**config.mk**
```make
export PLATFORM = sky130hd
export DESIGN_NAME = imc_master
export DESIGN_NICKNAME = d
export VERILOG_FILES = /design/src/logic/imc_sync2.v /design/src/logic/imc_baud_gen.v /design/src/logic/imc_master.v
export VERILOG_INCLUDE_DIRS = /design/src /design/src/logic
export SDC_FILE = /design/constraint.sdc
export NUM_CORES = 1
export LEC_CHECK = 0
export BUFFER_PORTS_ARGS = -buffer_cell sky130_fd_sc_hd__buf_2
export CORE_MARGIN = 10
export CORE_UTILIZATION = 60
export DETAILED_ROUTE_END_ITERATION = 6
export HOLD_SLACK_MARGIN = 0.15
export PLACE_DENSITY = 0.79
export SYNTH_ARGS = -nofsm -noshare
export SYNTH_HDL_FRONTEND = slang
export SYNTH_SLANG_ARGS = --single-unit
```
**constraint.sdc**
```tcl
create_clock -name mclk -period 2.21 [get_ports mclk]
set_clock_uncertainty 0.2 [all_clocks]
set_input_delay 0.221 -clock mclk [delete_from_list [all_inputs] [get_ports mclk]]
set_output_delay 0.221 -clock mclk [all_outputs]
set_load 0.03 [all_outputs]
```
**src/logic/imc_regs.vh**
```
// register map, field positions, reset values and phase codes of the
// two-wire bus master controller; included by the baud generator and master design files
`ifndef IMC_REGS_VH
`define IMC_REGS_VH

// ==========================================================================
// register addresses
`define IMC_ADDR_DATA 3'h0
`define IMC_ADDR_STATUS 3'h1
`define IMC_ADDR_CONTROL 3'h2
`define IMC_ADDR_BAUD_HI 3'h3
`define IMC_ADDR_BAUD_LO 3'h4
`define IMC_ADDR_DIAG 3'h5

// ==========================================================================
// control register fields
`define IMC_CTL_ENABLE 7
`define IMC_CTL_START 6
`define IMC_CTL_STOP 5
`define IMC_CTL_BAUD_IRQ 4
`define IMC_CTL_TX_IRQ 3
`define IMC_CTL_NAK 2
`define IMC_CTL_FLUSH 1

// ==========================================================================
// status register fields
`define IMC_ST_TX_EMPTY 7
`define IMC_ST_RX_FULL 6
`define IMC_ST_ACK 5
`define IMC_ST_TEN_BIT 4
`define IMC_ST_READ 3
`define IMC_ST_BUSY 2
`define IMC_ST_NACK 1

// ==========================================================================
// reset values and constants
`define IMC_BAUD_RESET 16'hFFFF
`define IMC_BYTE_ZERO 8'h00
`define IMC_BIT_FIRST 3'h7
`define IMC_BIT_LAST 3'h0
`define IMC_TEN_BIT_TAG 5'h1E
`define IMC_MAX_RATE_KBPS 400

// ==========================================================================
// quarter phases of one bus clock period
`define IMC_Q_LOW 2'h0
`define IMC_Q_MIDLOW 2'h1
`define IMC_Q_RISE 2'h2
`define IMC_Q_MIDHIGH 2'h3

`endif

```
**src/logic/imc_sync2.v**
```verilog
// two-stage synchroniser for the bus pin levels
// assumes the inputs are asynchronous to mclk
`timescale 1ns/1ps
module imc_sync2 #(
	parameter WIDTH = 2
) (
	input wire mclk, // system clock
	input wire reset_n, // synchronous reset, active low
	input wire [WIDTH-1:0] async, // raw pin levels
	output reg [WIDTH-1:0] synced // levels safe to use in mclk domain
);
	reg [WIDTH-1:0] meta;

	// released bus lines idle high, so both stages reset to one
	always @(posedge mclk) begin
		if (!reset_n) begin
			meta <= {WIDTH{1'b1}};
			synced <= {WIDTH{1'b1}};
		end else begin
			meta <= async;
			synced <= meta;
		end
	end
endmodule // imc_sync2

```
**src/logic/imc_baud_gen.v**
```verilog
// reloadable down-counter: bus quarter-phase ticks and general timer
// assumes reload and load come from logic on mclk
`timescale 1ns/1ps
`include "imc_regs.vh"
module imc_baud_gen #(
	parameter WIDTH = 16
) (
	input wire mclk, // system clock
	input wire reset_n, // synchronous reset, active low
	input wire run, // counter runs while high
	input wire load, // restart from the reload value
	input wire [WIDTH-1:0] reload, // reload value
	output reg tick, // one-cycle pulse each time the count reaches one
	output reg [WIDTH-1:0] count // current count
);
	wire atOne;

	assign atOne = (count <= {{(WIDTH-1){1'b0}}, 1'b1});

	always @(posedge mclk) begin
		if (!reset_n) begin
			count <= `IMC_BAUD_RESET;
			tick <= 1'b0;
		end else if (!run || load) begin
			count <= reload;
			tick <= 1'b0;
		end else if (atOne) begin
			count <= reload;
			tick <= 1'b1;
		end else begin
			count <= count - {{(WIDTH-1){1'b0}}, 1'b1};
			tick <= 1'b0;
		end
	end
endmodule // imc_baud_gen

```
**src/logic/imc_master.v**
```verilog
// two-wire serial bus master controller: registers, bit engine, flags
// assumes a plain register port on mclk and open-drain pads outside
//
// Behaviour
// - master only, transmit and receive; no slave mode, no arbitration
// - bus rates up to 400 kbit/s
// - master transmit and receive with 7-bit or 10-bit addresses
// - bytes and acknowledges go MSB first; unlimited bytes per transfer
// - pins become open-drain outputs when alternate function selected
// - slave may stretch clock low; master waits until it is released
// - data changes mid clock low, sampled mid clock high
// - transmit, receive, nack and timer sources merge onto one irq
// - tx irq needs enable and tx enable; rx, nack need enable
// - nack without start or stop sets flag and halts until either set
// - receive full set in ack phase; stall until data register read
// - transmit empty sets on enable and on first bit of sent bytes, not of read addresses
// - writing the data register clears transmit empty
// - transmit empty stalls the byte at the start of its ack clock
// - no stall before ack when start or stop already set
// - disabled with timer select: irq each time baud count reaches one
// - transmit empty independent of tx enable; tx DMA needs tx enable
// - start is data low with clock high; stop is data rising
// - start only after start bit and data written; start at end restarts
// - flush with start or stop discards stale transmit byte
// - start and stop together: stop cleared at end, no nack irq
//
// Implementation choices: the address map and the strobed register port.
`timescale 1ns/1ps
`include "imc_regs.vh"
module imc_master #(
	parameter BAUD_WIDTH = 16
) (
	input wire mclk, // system clock, 25 MHz
	input wire reset_n, // synchronous reset, active low
	input wire [2:0] addr, // register address
	input wire [7:0] wrData, // register write data
	input wire wrStb, // register write strobe
	input wire rdStb, // register read strobe
	output reg [7:0] rdData, // read data, valid the cycle after rdStb
	input wire altFuncSel, // pins routed to this controller
	input wire sclIn, // clock line level
	input wire sdaIn, // data line level
	output reg sclOut, // clock line drive value, always low
	output reg sclOe, // pull clock line low
	output reg sdaOut, // data line drive value, always low
	output reg sdaOe, // pull data line low
	output reg irq, // merged interrupt request
	output reg dmaTxReq, // transmit DMA request
	output reg dmaRxReq // receive DMA request
);
	// ======================================================================
	// states
	localparam ST_IDLE = 3'h0;
	localparam ST_START = 3'h1;
	localparam ST_BYTE = 3'h2;
	localparam ST_ACK = 3'h3;
	localparam ST_NEXT = 3'h4;
	localparam ST_WAIT = 3'h5;
	localparam ST_STOP = 3'h6;

	// ======================================================================
	// registers and engine state
	reg enable;
	reg startBit;
	reg stopBit;
	reg baudTimerIrqSelect;
	reg transmitIrqEnable;
	reg nakBit;
	reg transmitEmptyFlag;
	reg receiveFullFlag;
	reg nackIrqFlag;
	reg ackSeen;
	reg [7:0] txData;
	reg [7:0] rxData;
	reg [BAUD_WIDTH-1:0] baudReload;
	reg baudLoad;
	reg [2:0] state;
	reg [1:0] phase;
	reg [2:0] bitCnt;
	reg [7:0] shiftReg;
	reg isAddr;
	reg reading;
	reg tenBit;
	reg nackEv;
	reg sclLow;
	reg sdaLow;
	reg [7:0] next_rdData;

	wire tick;
	wire [BAUD_WIDTH-1:0] baudCount;
	wire [1:0] pinSync;
	wire sclS;
	wire sdaS;
	wire txByte;
	wire wrCtl;
	wire endReq;

	assign sclS = pinSync[1];
	assign sdaS = pinSync[0];
	assign txByte = isAddr | ~reading;
	assign wrCtl = wrStb && (addr == `IMC_ADDR_CONTROL);
	assign endReq = startBit | stopBit;

	// ======================================================================
	// submodules
	imc_sync2 #(
		.WIDTH(2)
	) uSync (
		.mclk(mclk),
		.reset_n(reset_n),
		.async({sclIn, sdaIn}),
		.synced(pinSync)
	);

	imc_baud_gen #(
		.WIDTH(BAUD_WIDTH)
	) uBaud (
		.mclk(mclk),
		.reset_n(reset_n),
		.run(enable | baudTimerIrqSelect),
		.load(baudLoad),
		.reload(baudReload),
		.tick(tick),
		.count(baudCount)
	);

	// ======================================================================
	// read mux
	always @* begin
		next_rdData = `IMC_BYTE_ZERO;
		case (addr)
			`IMC_ADDR_DATA: next_rdData = rxData;
			`IMC_ADDR_STATUS: begin
				next_rdData[`IMC_ST_TX_EMPTY] = transmitEmptyFlag;
				next_rdData[`IMC_ST_RX_FULL] = receiveFullFlag;
				next_rdData[`IMC_ST_ACK] = ackSeen;
				next_rdData[`IMC_ST_TEN_BIT] = tenBit;
				next_rdData[`IMC_ST_READ] = reading;
				next_rdData[`IMC_ST_BUSY] = (state != ST_IDLE);
				next_rdData[`IMC_ST_NACK] = nackIrqFlag;
			end
			`IMC_ADDR_CONTROL: begin
				next_rdData[`IMC_CTL_ENABLE] = enable;
				next_rdData[`IMC_CTL_START] = startBit;
				next_rdData[`IMC_CTL_STOP] = stopBit;
				next_rdData[`IMC_CTL_BAUD_IRQ] = baudTimerIrqSelect;
				next_rdData[`IMC_CTL_TX_IRQ] = transmitIrqEnable;
				next_rdData[`IMC_CTL_NAK] = nakBit;
			end
			`IMC_ADDR_BAUD_HI: next_rdData = baudReload[15:8];
			`IMC_ADDR_BAUD_LO: next_rdData = baudReload[7:0];
			`IMC_ADDR_DIAG: next_rdData = {state, phase, bitCnt};
			default: next_rdData = `IMC_BYTE_ZERO;
		endcase
	end

	// ======================================================================
	// register file, flags and bit engine
	always @(posedge mclk) begin
		if (!reset_n) begin
			rdData <= `IMC_BYTE_ZERO;
			enable <= 1'b0;
			startBit <= 1'b0;
			stopBit <= 1'b0;
			baudTimerIrqSelect <= 1'b0;
			transmitIrqEnable <= 1'b0;
			nakBit <= 1'b0;
			transmitEmptyFlag <= 1'b1;
			receiveFullFlag <= 1'b0;
			nackIrqFlag <= 1'b0;
			ackSeen <= 1'b0;
			txData <= `IMC_BYTE_ZERO;
			rxData <= `IMC_BYTE_ZERO;
			baudReload <= `IMC_BAUD_RESET;
			baudLoad <= 1'b0;
			state <= ST_IDLE;
			phase <= `IMC_Q_LOW;
			bitCnt <= `IMC_BIT_FIRST;
			shiftReg <= `IMC_BYTE_ZERO;
			isAddr <= 1'b0;
			reading <= 1'b0;
			tenBit <= 1'b0;
			nackEv <= 1'b0;
			sclLow <= 1'b0;
			sdaLow <= 1'b0;
		end else begin
			rdData <= rdStb ? next_rdData : `IMC_BYTE_ZERO;
			baudLoad <= 1'b0;

			// software side: clears first so hardware sets below win
			if (rdStb && (addr == `IMC_ADDR_DATA))
				receiveFullFlag <= 1'b0;
			if (wrStb && (addr == `IMC_ADDR_DATA)) begin
				txData <= wrData;
				transmitEmptyFlag <= 1'b0;
			end
			if (wrStb && (addr == `IMC_ADDR_BAUD_HI)) begin
				baudReload[15:8] <= wrData;
				baudLoad <= 1'b1;
			end
			if (wrStb && (addr == `IMC_ADDR_BAUD_LO)) begin
				baudReload[7:0] <= wrData;
				baudLoad <= 1'b1;
			end

			// bus engine, quarter phases paced by the baud ticks
			case (state)
				ST_IDLE: begin
					sclLow <= 1'b0;
					sdaLow <= 1'b0;
					if (enable && startBit && !transmitEmptyFlag) begin
						state <= ST_START;
						phase <= `IMC_Q_MIDLOW;
					end
				end
				ST_START: if (tick) begin
					case (phase)
						`IMC_Q_LOW: begin
							sclLow <= 1'b1;
							phase <= `IMC_Q_MIDLOW;
						end
						`IMC_Q_MIDLOW: begin
							sdaLow <= 1'b0;
							phase <= `IMC_Q_RISE;
						end
						`IMC_Q_RISE: begin
							sclLow <= 1'b0;
							phase <= `IMC_Q_MIDHIGH;
						end
						default: if (sclS) begin
							sdaLow <= 1'b1;
							startBit <= 1'b0;
							shiftReg <= txData;
							reading <= txData[0];
							tenBit <= (txData[7:3] == `IMC_TEN_BIT_TAG);
							isAddr <= 1'b1;
							bitCnt <= `IMC_BIT_FIRST;
							state <= ST_BYTE;
							phase <= `IMC_Q_LOW;
						end
					endcase
				end
				ST_BYTE: if (tick) begin
					case (phase)
						`IMC_Q_LOW: begin
							sclLow <= 1'b1;
							phase <= `IMC_Q_MIDLOW;
						end
						`IMC_Q_MIDLOW: begin
							sdaLow <= txByte & ~shiftReg[7];
							if (bitCnt == `IMC_BIT_FIRST && !reading)
								transmitEmptyFlag <= 1'b1;
							phase <= `IMC_Q_RISE;
						end
						`IMC_Q_RISE: begin
							sclLow <= 1'b0;
							phase <= `IMC_Q_MIDHIGH;
						end
						default: if (sclS) begin
							shiftReg <= {shiftReg[6:0], sdaS};
							bitCnt <= bitCnt - 3'h1;
							phase <= `IMC_Q_LOW;
							if (bitCnt == `IMC_BIT_LAST)
								state <= ST_ACK;
						end
					endcase
				end
				ST_ACK: if (tick) begin
					case (phase)
						`IMC_Q_LOW: begin
							sclLow <= 1'b1;
							phase <= `IMC_Q_MIDLOW;
						end
						`IMC_Q_MIDLOW: begin
							if (!txByte) begin
								rxData <= shiftReg;
								receiveFullFlag <= 1'b1;
								sdaLow <= ~nakBit;
								phase <= `IMC_Q_RISE;
							end else if (!transmitEmptyFlag || endReq) begin
								sdaLow <= 1'b0;
								phase <= `IMC_Q_RISE;
							end
						end
						`IMC_Q_RISE: begin
							sclLow <= 1'b0;
							phase <= `IMC_Q_MIDHIGH;
						end
						default: if (sclS) begin
							nackEv <= txByte ? sdaS : nakBit;
							if (txByte)
								ackSeen <= ~sdaS;
							isAddr <= 1'b0;
							phase <= `IMC_Q_LOW;
							state <= ST_NEXT;
						end
					endcase
				end
				ST_NEXT: begin
					if (nackEv && !endReq) begin
						nackIrqFlag <= 1'b1;
						state <= ST_WAIT;
					end else if (!(reading && receiveFullFlag)) begin
						nackEv <= 1'b0;
						if (stopBit) begin
							state <= ST_STOP;
						end else if (startBit) begin
							if (!transmitEmptyFlag)
								state <= ST_START;
						end else if (reading) begin
							bitCnt <= `IMC_BIT_FIRST;
							state <= ST_BYTE;
						end else if (!transmitEmptyFlag) begin
							shiftReg <= txData;
							bitCnt <= `IMC_BIT_FIRST;
							state <= ST_BYTE;
						end
					end
				end
				ST_WAIT: begin
					if (endReq) begin
						nackEv <= 1'b0;
						state <= ST_NEXT;
					end
				end
				ST_STOP: if (tick) begin
					case (phase)
						`IMC_Q_LOW: begin
							sclLow <= 1'b1;
							phase <= `IMC_Q_MIDLOW;
						end
						`IMC_Q_MIDLOW: begin
							sdaLow <= 1'b1;
							phase <= `IMC_Q_RISE;
						end
						`IMC_Q_RISE: begin
							sclLow <= 1'b0;
							phase <= `IMC_Q_MIDHIGH;
						end
						default: if (sclS) begin
							sdaLow <= 1'b0;
							stopBit <= 1'b0;
							reading <= 1'b0;
							phase <= `IMC_Q_LOW;
							state <= ST_IDLE;
						end
					endcase
				end
				default: state <= ST_IDLE;
			endcase

			// control writes after the engine: a software set wins over the engine clearing
			if (wrCtl) begin
				enable <= wrData[`IMC_CTL_ENABLE];
				baudTimerIrqSelect <= wrData[`IMC_CTL_BAUD_IRQ];
				transmitIrqEnable <= wrData[`IMC_CTL_TX_IRQ];
				nakBit <= wrData[`IMC_CTL_NAK];
				if (wrData[`IMC_CTL_START])
					startBit <= 1'b1;
				if (wrData[`IMC_CTL_STOP])
					stopBit <= 1'b1;
				if (wrData[`IMC_CTL_START] || wrData[`IMC_CTL_STOP]) begin
					nackIrqFlag <= 1'b0;
					if (wrData[`IMC_CTL_FLUSH])
						transmitEmptyFlag <= 1'b1;
				end
			end

			// disabled: engine parked, transmit empty set, receive full and nack flags cleared
			if (!enable) begin
				state <= ST_IDLE;
				phase <= `IMC_Q_LOW;
				sclLow <= 1'b0;
				sdaLow <= 1'b0;
				transmitEmptyFlag <= 1'b1;
				receiveFullFlag <= 1'b0;
				nackIrqFlag <= 1'b0;
			end
		end
	end

	// ======================================================================
	// pins, interrupt and DMA requests
	always @(posedge mclk) begin
		if (!reset_n) begin
			sclOut <= 1'b0;
			sdaOut <= 1'b0;
			sclOe <= 1'b0;
			sdaOe <= 1'b0;
			irq <= 1'b0;
			dmaTxReq <= 1'b0;
			dmaRxReq <= 1'b0;
		end else begin
			sclOut <= 1'b0;
			sdaOut <= 1'b0;
			sclOe <= altFuncSel & sclLow;
			sdaOe <= altFuncSel & sdaLow;
			irq <= (enable & ((transmitIrqEnable & transmitEmptyFlag) | receiveFullFlag
				| nackIrqFlag)) | (~enable & baudTimerIrqSelect & tick);
			dmaTxReq <= enable & transmitIrqEnable & transmitEmptyFlag;
			dmaRxReq <= enable & receiveFullFlag;
		end
	end
endmodule // imc_master

```
* After elaboration in Yosys (flattened, before gate mapping)
Index checks and enable logic that the tools add are counted.
W data, S select, Z words.
** Storage, ports and cells
- Bits in registers :: 99
- Word-level logic and storage cells :: 289
- Output and inout port bits :: 15
- Input port bits :: 18
** Cells by class
- Multiplexer cells :: 128
- Bitwise gates (word level) :: 24
- Eq/ne operators :: 51
- $lt $le $gt $ge :: 1
- Reduce and logical (&&, ||, !) cells :: 48
- Add/subtract/negate cells :: 2
** Operator list (number)
- $mux W3 :: 34
- $mux W8 :: 12
- $mux W1 :: 57
- $pmux W6 S6 :: 1
- $ne A2 B2 Y1 const B :: 17
- $mux W16 :: 2
- $pmux W8 S3 :: 1
- $reduce_and A12 Y1 :: 2
- $pmux W3 S7 :: 1
- $reduce_and A7 Y1 :: 3
- $ne A2 B1 Y1 const B :: 10
- $eq A3 B3 Y1 const B :: 6
- $pmux W2 S3 :: 3
- $reduce_and A18 Y1 :: 1
- $le A16 B1 Y1 const B :: 1
- $sub A16 B1 Y16 const B :: 1
- $reduce_and A13 Y1 :: 1
- $eq A3 B2 Y1 const B :: 4
- $mux W2 :: 6
- $pmux W1 S2 :: 6
- $reduce_bool A3 Y1 :: 4
- $and A1 B1 Y1 :: 10
- $logic_and A1 B1 Y1 :: 10
- $ne A5 B5 Y1 const B :: 2
- other kinds (28) :: 59

* Logic depth before layout (Yosys ltp)
- Word-level depth :: 10
- Gate-level depth with buffers :: 8
- Mapped depth without buffers :: 7

* Cells and area by module
A second synthesis with hierarchy kept.
** Second synthesis, totals
- Cells, all modules :: 588
- Area total of the unflattened synthesis :: 5079.9 sq um
** Modules (own cells, without submodules)
- imc_master :: seq. area each 1561.5 sq um, area an instance 4043.9 sq um, cells an instance 477, instances 1
- imc_baud_gen :: seq. area each 340.3 sq um, area an instance 930.9 sq um, cells an instance 103, instances 1
- imc_sync2 :: seq. area each 80.1 sq um, area an instance 105.1 sq um, cells an instance 8, instances 1

* Worst setup path before layout
Ideal clock, no wire load.
- Kind :: register -> register
- Start point :: reg uBaud.count[2]
- End point :: reg uBaud.count[13]
- Path buffers :: 1
- Arrival :: 1.636 ns
- Period minus slack after synthesis :: 1.966 ns
- Required time :: 1.881 ns
- Library setup time :: 0.129 ns
- Setup slack :: 0.244 ns
- Cell stages (with the launch flop) :: 7
- Path through :: dfxtp_1 -> nor4_4 -> o211ai_4 -> o21ai_4 -> buf_6 -> mux2i_1 -> nand2_1
** Between the ends
- Cells in the longest elaborated chain, start to end :: 3
- Elaborated cells on any way between the ends :: 4
- Those cells by class :: 1 x add/sub; 1 x order compare; 2 x mux
** Ends and longest elaborated chain
- start: declaration :: RTL line imc_baud_gen.v:14 : output reg [WIDTH-1:0] count
- start signal: assignment :: RTL line imc_baud_gen.v:22 : count <= `IMC_BAUD_RESET;
- start signal: assignment :: RTL line imc_baud_gen.v:25 : count <= reload;
- start signal: assignment :: RTL line imc_baud_gen.v:28 : count <= reload;
- $sub A16 B1 Y16 or $le A16 B1 Y1 (tied branches) :: RTL line imc_baud_gen.v:31, imc_baud_gen.v:18
- $mux W16 * :: RTL line imc_baud_gen.v:27 : end else if (atOne) begin
- $mux W16 * :: RTL line imc_baud_gen.v:24 : end else if (!run || load) begin
Every way passes the cells marked *; elsewhere a longest branch is shown, timed or not.
A chain may end at the register's enable or synchronous reset.

* Worst setup path in the final report
- Start point :: reg state[0]
- End point :: reg phase[1]
** Between the ends
- Cells in the longest elaborated chain, start to end :: 4
- Elaborated cells on any way between the ends :: 13
- Those cells by class :: 8 x eq/ne; 1 x mux; 4 x reduce/logical
** Ends and longest elaborated chain
- start: declaration :: RTL line imc_master.v:77 : reg [2:0] state;
- start signal: assignment :: RTL line imc_master.v:176 : state <= ST_IDLE;
- start signal: assignment :: RTL line imc_master.v:212 : state <= ST_START;
- start signal: assignment :: RTL line imc_master.v:238 : state <= ST_BYTE;
- $eq A3 B3 Y1, or another cell as far along :: RTL line imc_master.v:207 : case (state)
- $reduce_or A3 Y1 (no source line)
- $ne A2 B1 Y1 (no source line) or $reduce_bool A3 Y1 (tied branches)
- $reduce_and A5 Y1 (no source line)
- end signal: assignment :: RTL line imc_master.v:213 : phase <= `IMC_Q_MIDLOW;
- end signal: assignment :: RTL line imc_master.v:220 : phase <= `IMC_Q_MIDLOW;
- end signal: assignment :: RTL line imc_master.v:224 : phase <= `IMC_Q_RISE;
- end: declaration :: RTL line imc_master.v:78 : reg [1:0] phase;
Several ways; a longest one is shown, not always the timed one.

==> impl_metrics.prom <==
# TYPE chip_impl_metric gauge
chip_impl_metric{name="fin_cells",unit=""} 732
chip_impl_metric{name="fin_setup_tns",unit="ns"} 0
chip_impl_metric{name="clkSinkCount",unit=""} 99
chip_impl_metric{name="final-max-slew-violation-count",unit=""} 0
chip_impl_metric{name="n_antenna_cell",unit=""} 0
chip_impl_metric{name="worst-path-buf-inv",unit=""} 1
chip_impl_metric{name="number_of_remaining_drc_errors",unit=""} 0
chip_impl_metric{name="yosys_warnings",unit=""} 0
chip_impl_metric{name="cts.path.max_buffers",unit=""} 2
chip_impl_metric{name="cts-buffers-inserted",unit=""} 9
chip_impl_metric{name="synthesis.area",unit="um^2"} 4920
chip_impl_info{name="worstSetupStartpoint",value="state[0]$_SDFFE_PN0P_"} 1
chip_impl_metric{name="timing.final.hold_violations",unit=""} 0
chip_impl_metric{name="io-pin-count",unit=""} 33
chip_impl_info{name="crit_path_start_kind",value="flip-flop"} 1
chip_impl_info{name="cpLargestDelayFamily",value="compound AO/OA/AOI/OAI gates"} 1
chip_impl_metric{name="finalWirelength",unit="mm"} 13.8
chip_impl_info{name="regToRegStartpoint",value="state[0]$_SDFFE_PN0P_"} 1
chip_impl_info{name="timing_worst_setup_path_type",value="reg2reg"} 1
chip_impl_metric{name="number_of_antenna_violations_at_the_first_check_in_global_routing",unit=""} 0
chip_impl_metric{name="power_leakage",unit="nW"} 2.26
chip_impl_metric{name="yosysUniqueCellTypes",unit=""} 72
chip_impl_metric{name="postCtsSetupBuffers",unit=""} 0
chip_impl_metric{name="place.gp.congestion",unit=""} 0.928
chip_impl_metric{name="core_ar",unit="um^2"} 7850
chip_impl_metric{name="ys_seq_elements",unit=""} 99
chip_impl_metric{name="critical_path.max_fanout",unit=""} 18
chip_impl_info{name="postSynth.topFlopCell",value="sky130_fd_sc_hd__dfxtp_1"} 1
chip_impl_info{name="synth.largest_area_cell",value="sky130_fd_sc_hd__dfxtp_1"} 1
chip_impl_metric{name="syn-instance-count",unit=""} 572
chip_impl_info{name="crit_path_end_kind",value="flip-flop"} 1
chip_impl_metric{name="grt_pass1_vias",unit=""} 4353
chip_impl_info{name="cts_tree",value="done"} 1
chip_impl_metric{name="detailedRoute.firstIterationViolations",unit=""} 368
chip_impl_metric{name="detailedPlacementHpwl",unit="mm"} 9.98
chip_impl_metric{name="grt_max_degree",unit=""} 37
chip_impl_metric{name="design.final.nets",unit=""} 653
chip_impl_metric{name="syn_avg_cell_area",unit="um^2"} 8.61
chip_impl_metric{name="post-route-period-util",unit="%"} 94.2
chip_impl_info{name="hold_path.class",value="reg2reg"} 1
chip_impl_metric{name="grt-ovfl-total",unit=""} 0
chip_impl_info{name="grt_setup_unrepaired",value="false"} 1
chip_impl_metric{name="worst_ir_drop_vdd",unit="V"} 0.000488
chip_impl_metric{name="global_route_wire_length_before_repair",unit="mm"} 22.4
chip_impl_metric{name="worst-slew-pin-transition",unit="ns"} 0.525
chip_impl_metric{name="clock_latency",unit="ns"} 0.37
chip_impl_metric{name="wl_per_cell",unit="um"} 18.8
chip_impl_metric{name="chipWidth",unit="um"} 111
chip_impl_info{name="synth.top_cells.by_area",value="sky130_fd_sc_hd__dfxtp_1 (40%), sky130_fd_sc_hd__mux2i_1 (6.7%), sky130_fd_sc_hd__nand2_1 (6.3%)"} 1
chip_impl_metric{name="placement.io_buffers",unit=""} 30
chip_impl_info{name="synth_most_common_cell",value="sky130_fd_sc_hd__dfxtp_1"} 1
chip_impl_metric{name="cp.arrival",unit="ns"} 2.18
chip_impl_metric{name="final_setup_violating_endpoints",unit=""} 0
chip_impl_metric{name="synth_seq_area_share",unit="%"} 40.3
chip_impl_metric{name="die_area",unit="um^2"} 12200
chip_impl_metric{name="detailedRoute.firstPassIterationCount",unit=""} 6
chip_impl_metric{name="via_per_inst",unit=""} 6.12
chip_impl_metric{name="critical_path.max_stage_delay",unit="ns"} 0.42
chip_impl_info{name="run_status",value="completed"} 1
chip_impl_info{name="cts_root_buf",value="sky130_fd_sc_hd__clkbuf_8"} 1
chip_impl_metric{name="flow.area_growth_from_synthesis",unit="%"} 15.9
chip_impl_info{name="path_cells",value="buf_4, o21ba_2, o21ai_0, nand4_1, mux2_2, nor2_1"} 1
chip_impl_metric{name="worst_setup_hold_path_clk_slew",unit="ns"} 0.10
chip_impl_metric{name="maxCapViolCount",unit=""} 0
chip_impl_metric{name="placement_row_count",unit=""} 32
chip_impl_metric{name="drive_above_1_share",unit="%"} 17.6
chip_impl_metric{name="postRouteAntennaNets",unit=""} 0
chip_impl_metric{name="placed_cells",unit=""} 699
chip_impl_metric{name="synth_enable_flop_cells",unit=""} 0
chip_impl_metric{name="initial_utilization",unit="%"} 62.7
chip_impl_metric{name="powerDensity",unit="nW/um^2"} 585
chip_impl_metric{name="worstPathRequired",unit="ns"} 2.31
chip_impl_metric{name="fp.dieH",unit="um"} 111
chip_impl_metric{name="yosysTopAreaCellShare",unit="%"} 40.3
chip_impl_metric{name="via_count",unit=""} 4480
chip_impl_info{name="holdCritStartpoint",value="uSync.meta[0]$_SDFF_PN1_"} 1
chip_impl_metric{name="clock.fmax",unit="GHz"} 0.480
chip_impl_metric{name="track_usage",unit="%"} 21.9
chip_impl_metric{name="relSlewSlack",unit="%"} 64.9
chip_impl_metric{name="layout_fillers",unit=""} 620
chip_impl_metric{name="min_period",unit="ns"} 2.08
chip_impl_info{name="cp_slowest_cell",value="sky130_fd_sc_hd__dfxtp_2"} 1
chip_impl_info{name="yosys-top-cells-count",value="sky130_fd_sc_hd__dfxtp_1 (99), sky130_fd_sc_hd__nand2_1 (82), sky130_fd_sc_hd__nor2_1 (57), sky130_fd_sc_hd__mux2i_1 (33), sky130_fd_sc_hd__a21oi_1 (25)"} 1
chip_impl_metric{name="postSynth.asyncResetShare",unit="%"} 0
chip_impl_metric{name="cts-htree-levels",unit=""} 3
[routing by layer]
metal	vias up	wire, um	GRT usage [%]
li1	2140	-	-
met5	-	0	0
met1	2111	6030	28.9
met3	31	1160	5.19
met4	0	328	8.03
met2	198	6250	33.6
[metrics by stage]
step	utilization [%]	hold slack, ns	area [um^2]	worst slack, ns	power (mW)
after global placement	67.6	0.191	5300	0.0998	2.13
after global routing	72.7	0.239	5710	0.00944	3.44
after floorplan	-	0.122	4930	0.244	2.05
after CTS	72.4	0.194	5680	0.0321	3.33
after detailed placement	67.6	0.196	5300	0.0779	2.13
final	72.7	0.222	5710	0.128	3.34
[path summary, 6_finish.rpt]
kind	endpoint	cells after the start	slack, ns
worst max register to register	phase[1]$_SDFFE_PN0P_	6	0.13
worst min-delay path	uSync.synced[0]$_SDFF_PN1_	1	0.22
worst max-delay path	phase[1]$_SDFFE_PN0P_	6	0.13
worst min register to register	uSync.synced[0]$_SDFF_PN1_	1	0.22
[cells by family (layout without fill, tap and decap cells)]
group	count (synthesis)	after routing	share of synthesized area, %
AND/OR/NAND/NOR	244	244	24.9
multiplexers	42	42	9.00
other	1	2	0.0762
flip-flops	99	99	40.3
AO/OA/AOI/OAI	114	114	16.6
adder cells (fa/ha/maj)	9	9	2.29
XOR/XNOR	11	11	1.96
buffers and inverters	52	109	4.93
[registers in the layout, summed over array words and instances (netlist names), 2 cells and up]
signal and cells:
uBaud.count 16, uSync.synced 2, shiftReg 8, rdData 8, bitCnt 3, rxData 8
baudReload 16, phase 2, txData 8, uSync.meta 2, state 3
[power by group]
part | switching, mW | total, mW | leakage, nW | internal (mW)
Sequential | 0.0333 | 1.85 | 0.805 | 1.82
Combinational | 0.161 | 0.274 | 1.36 | 0.114
Clock | 0.680 | 1.21 | 0.0914 | 0.533
Total | 0.874 | 3.34 | 2.26 | 2.46
[layout make-up]
class                   count  area (um^2)  area share, %
multi-input cells         422         2730           47.9
flip-flops and latches     99         1990           34.8
repair buffers             80          608           10.7
well taps                 102          128           2.24
clock buffers               9          124           2.17
clock inverters             6         75.1           1.32
inverters                  14         52.6          0.921
[cells in the final DEF (no fill, tap or decap), drive strengths merged, types with 7 or more instances in the layout]
cell type / n
a22oi: 7
nand3: 21
nor2b: 10
nor3: 15
nand2b: 14
mux2i: 33
a211oi: 15
nand2: 82
mux2: 8
nor2: 57
clkbuf: 9
buf: 62
o21ai: 16
xnor2: 7
nand4: 7
ha: 9
o211ai: 14
dlygate4sd3: 18
inv: 16
dfxtp: 99
a21oi: 25
[what timing repair did]
action	4_1_cts	5_1_grt
endpoints found under the hold margin	46	0
endpoints found under the setup margin	0	27
hold buffers	18	0
resized for setup	0	10
No activity file was read; power rests on OpenSTA's default activity.
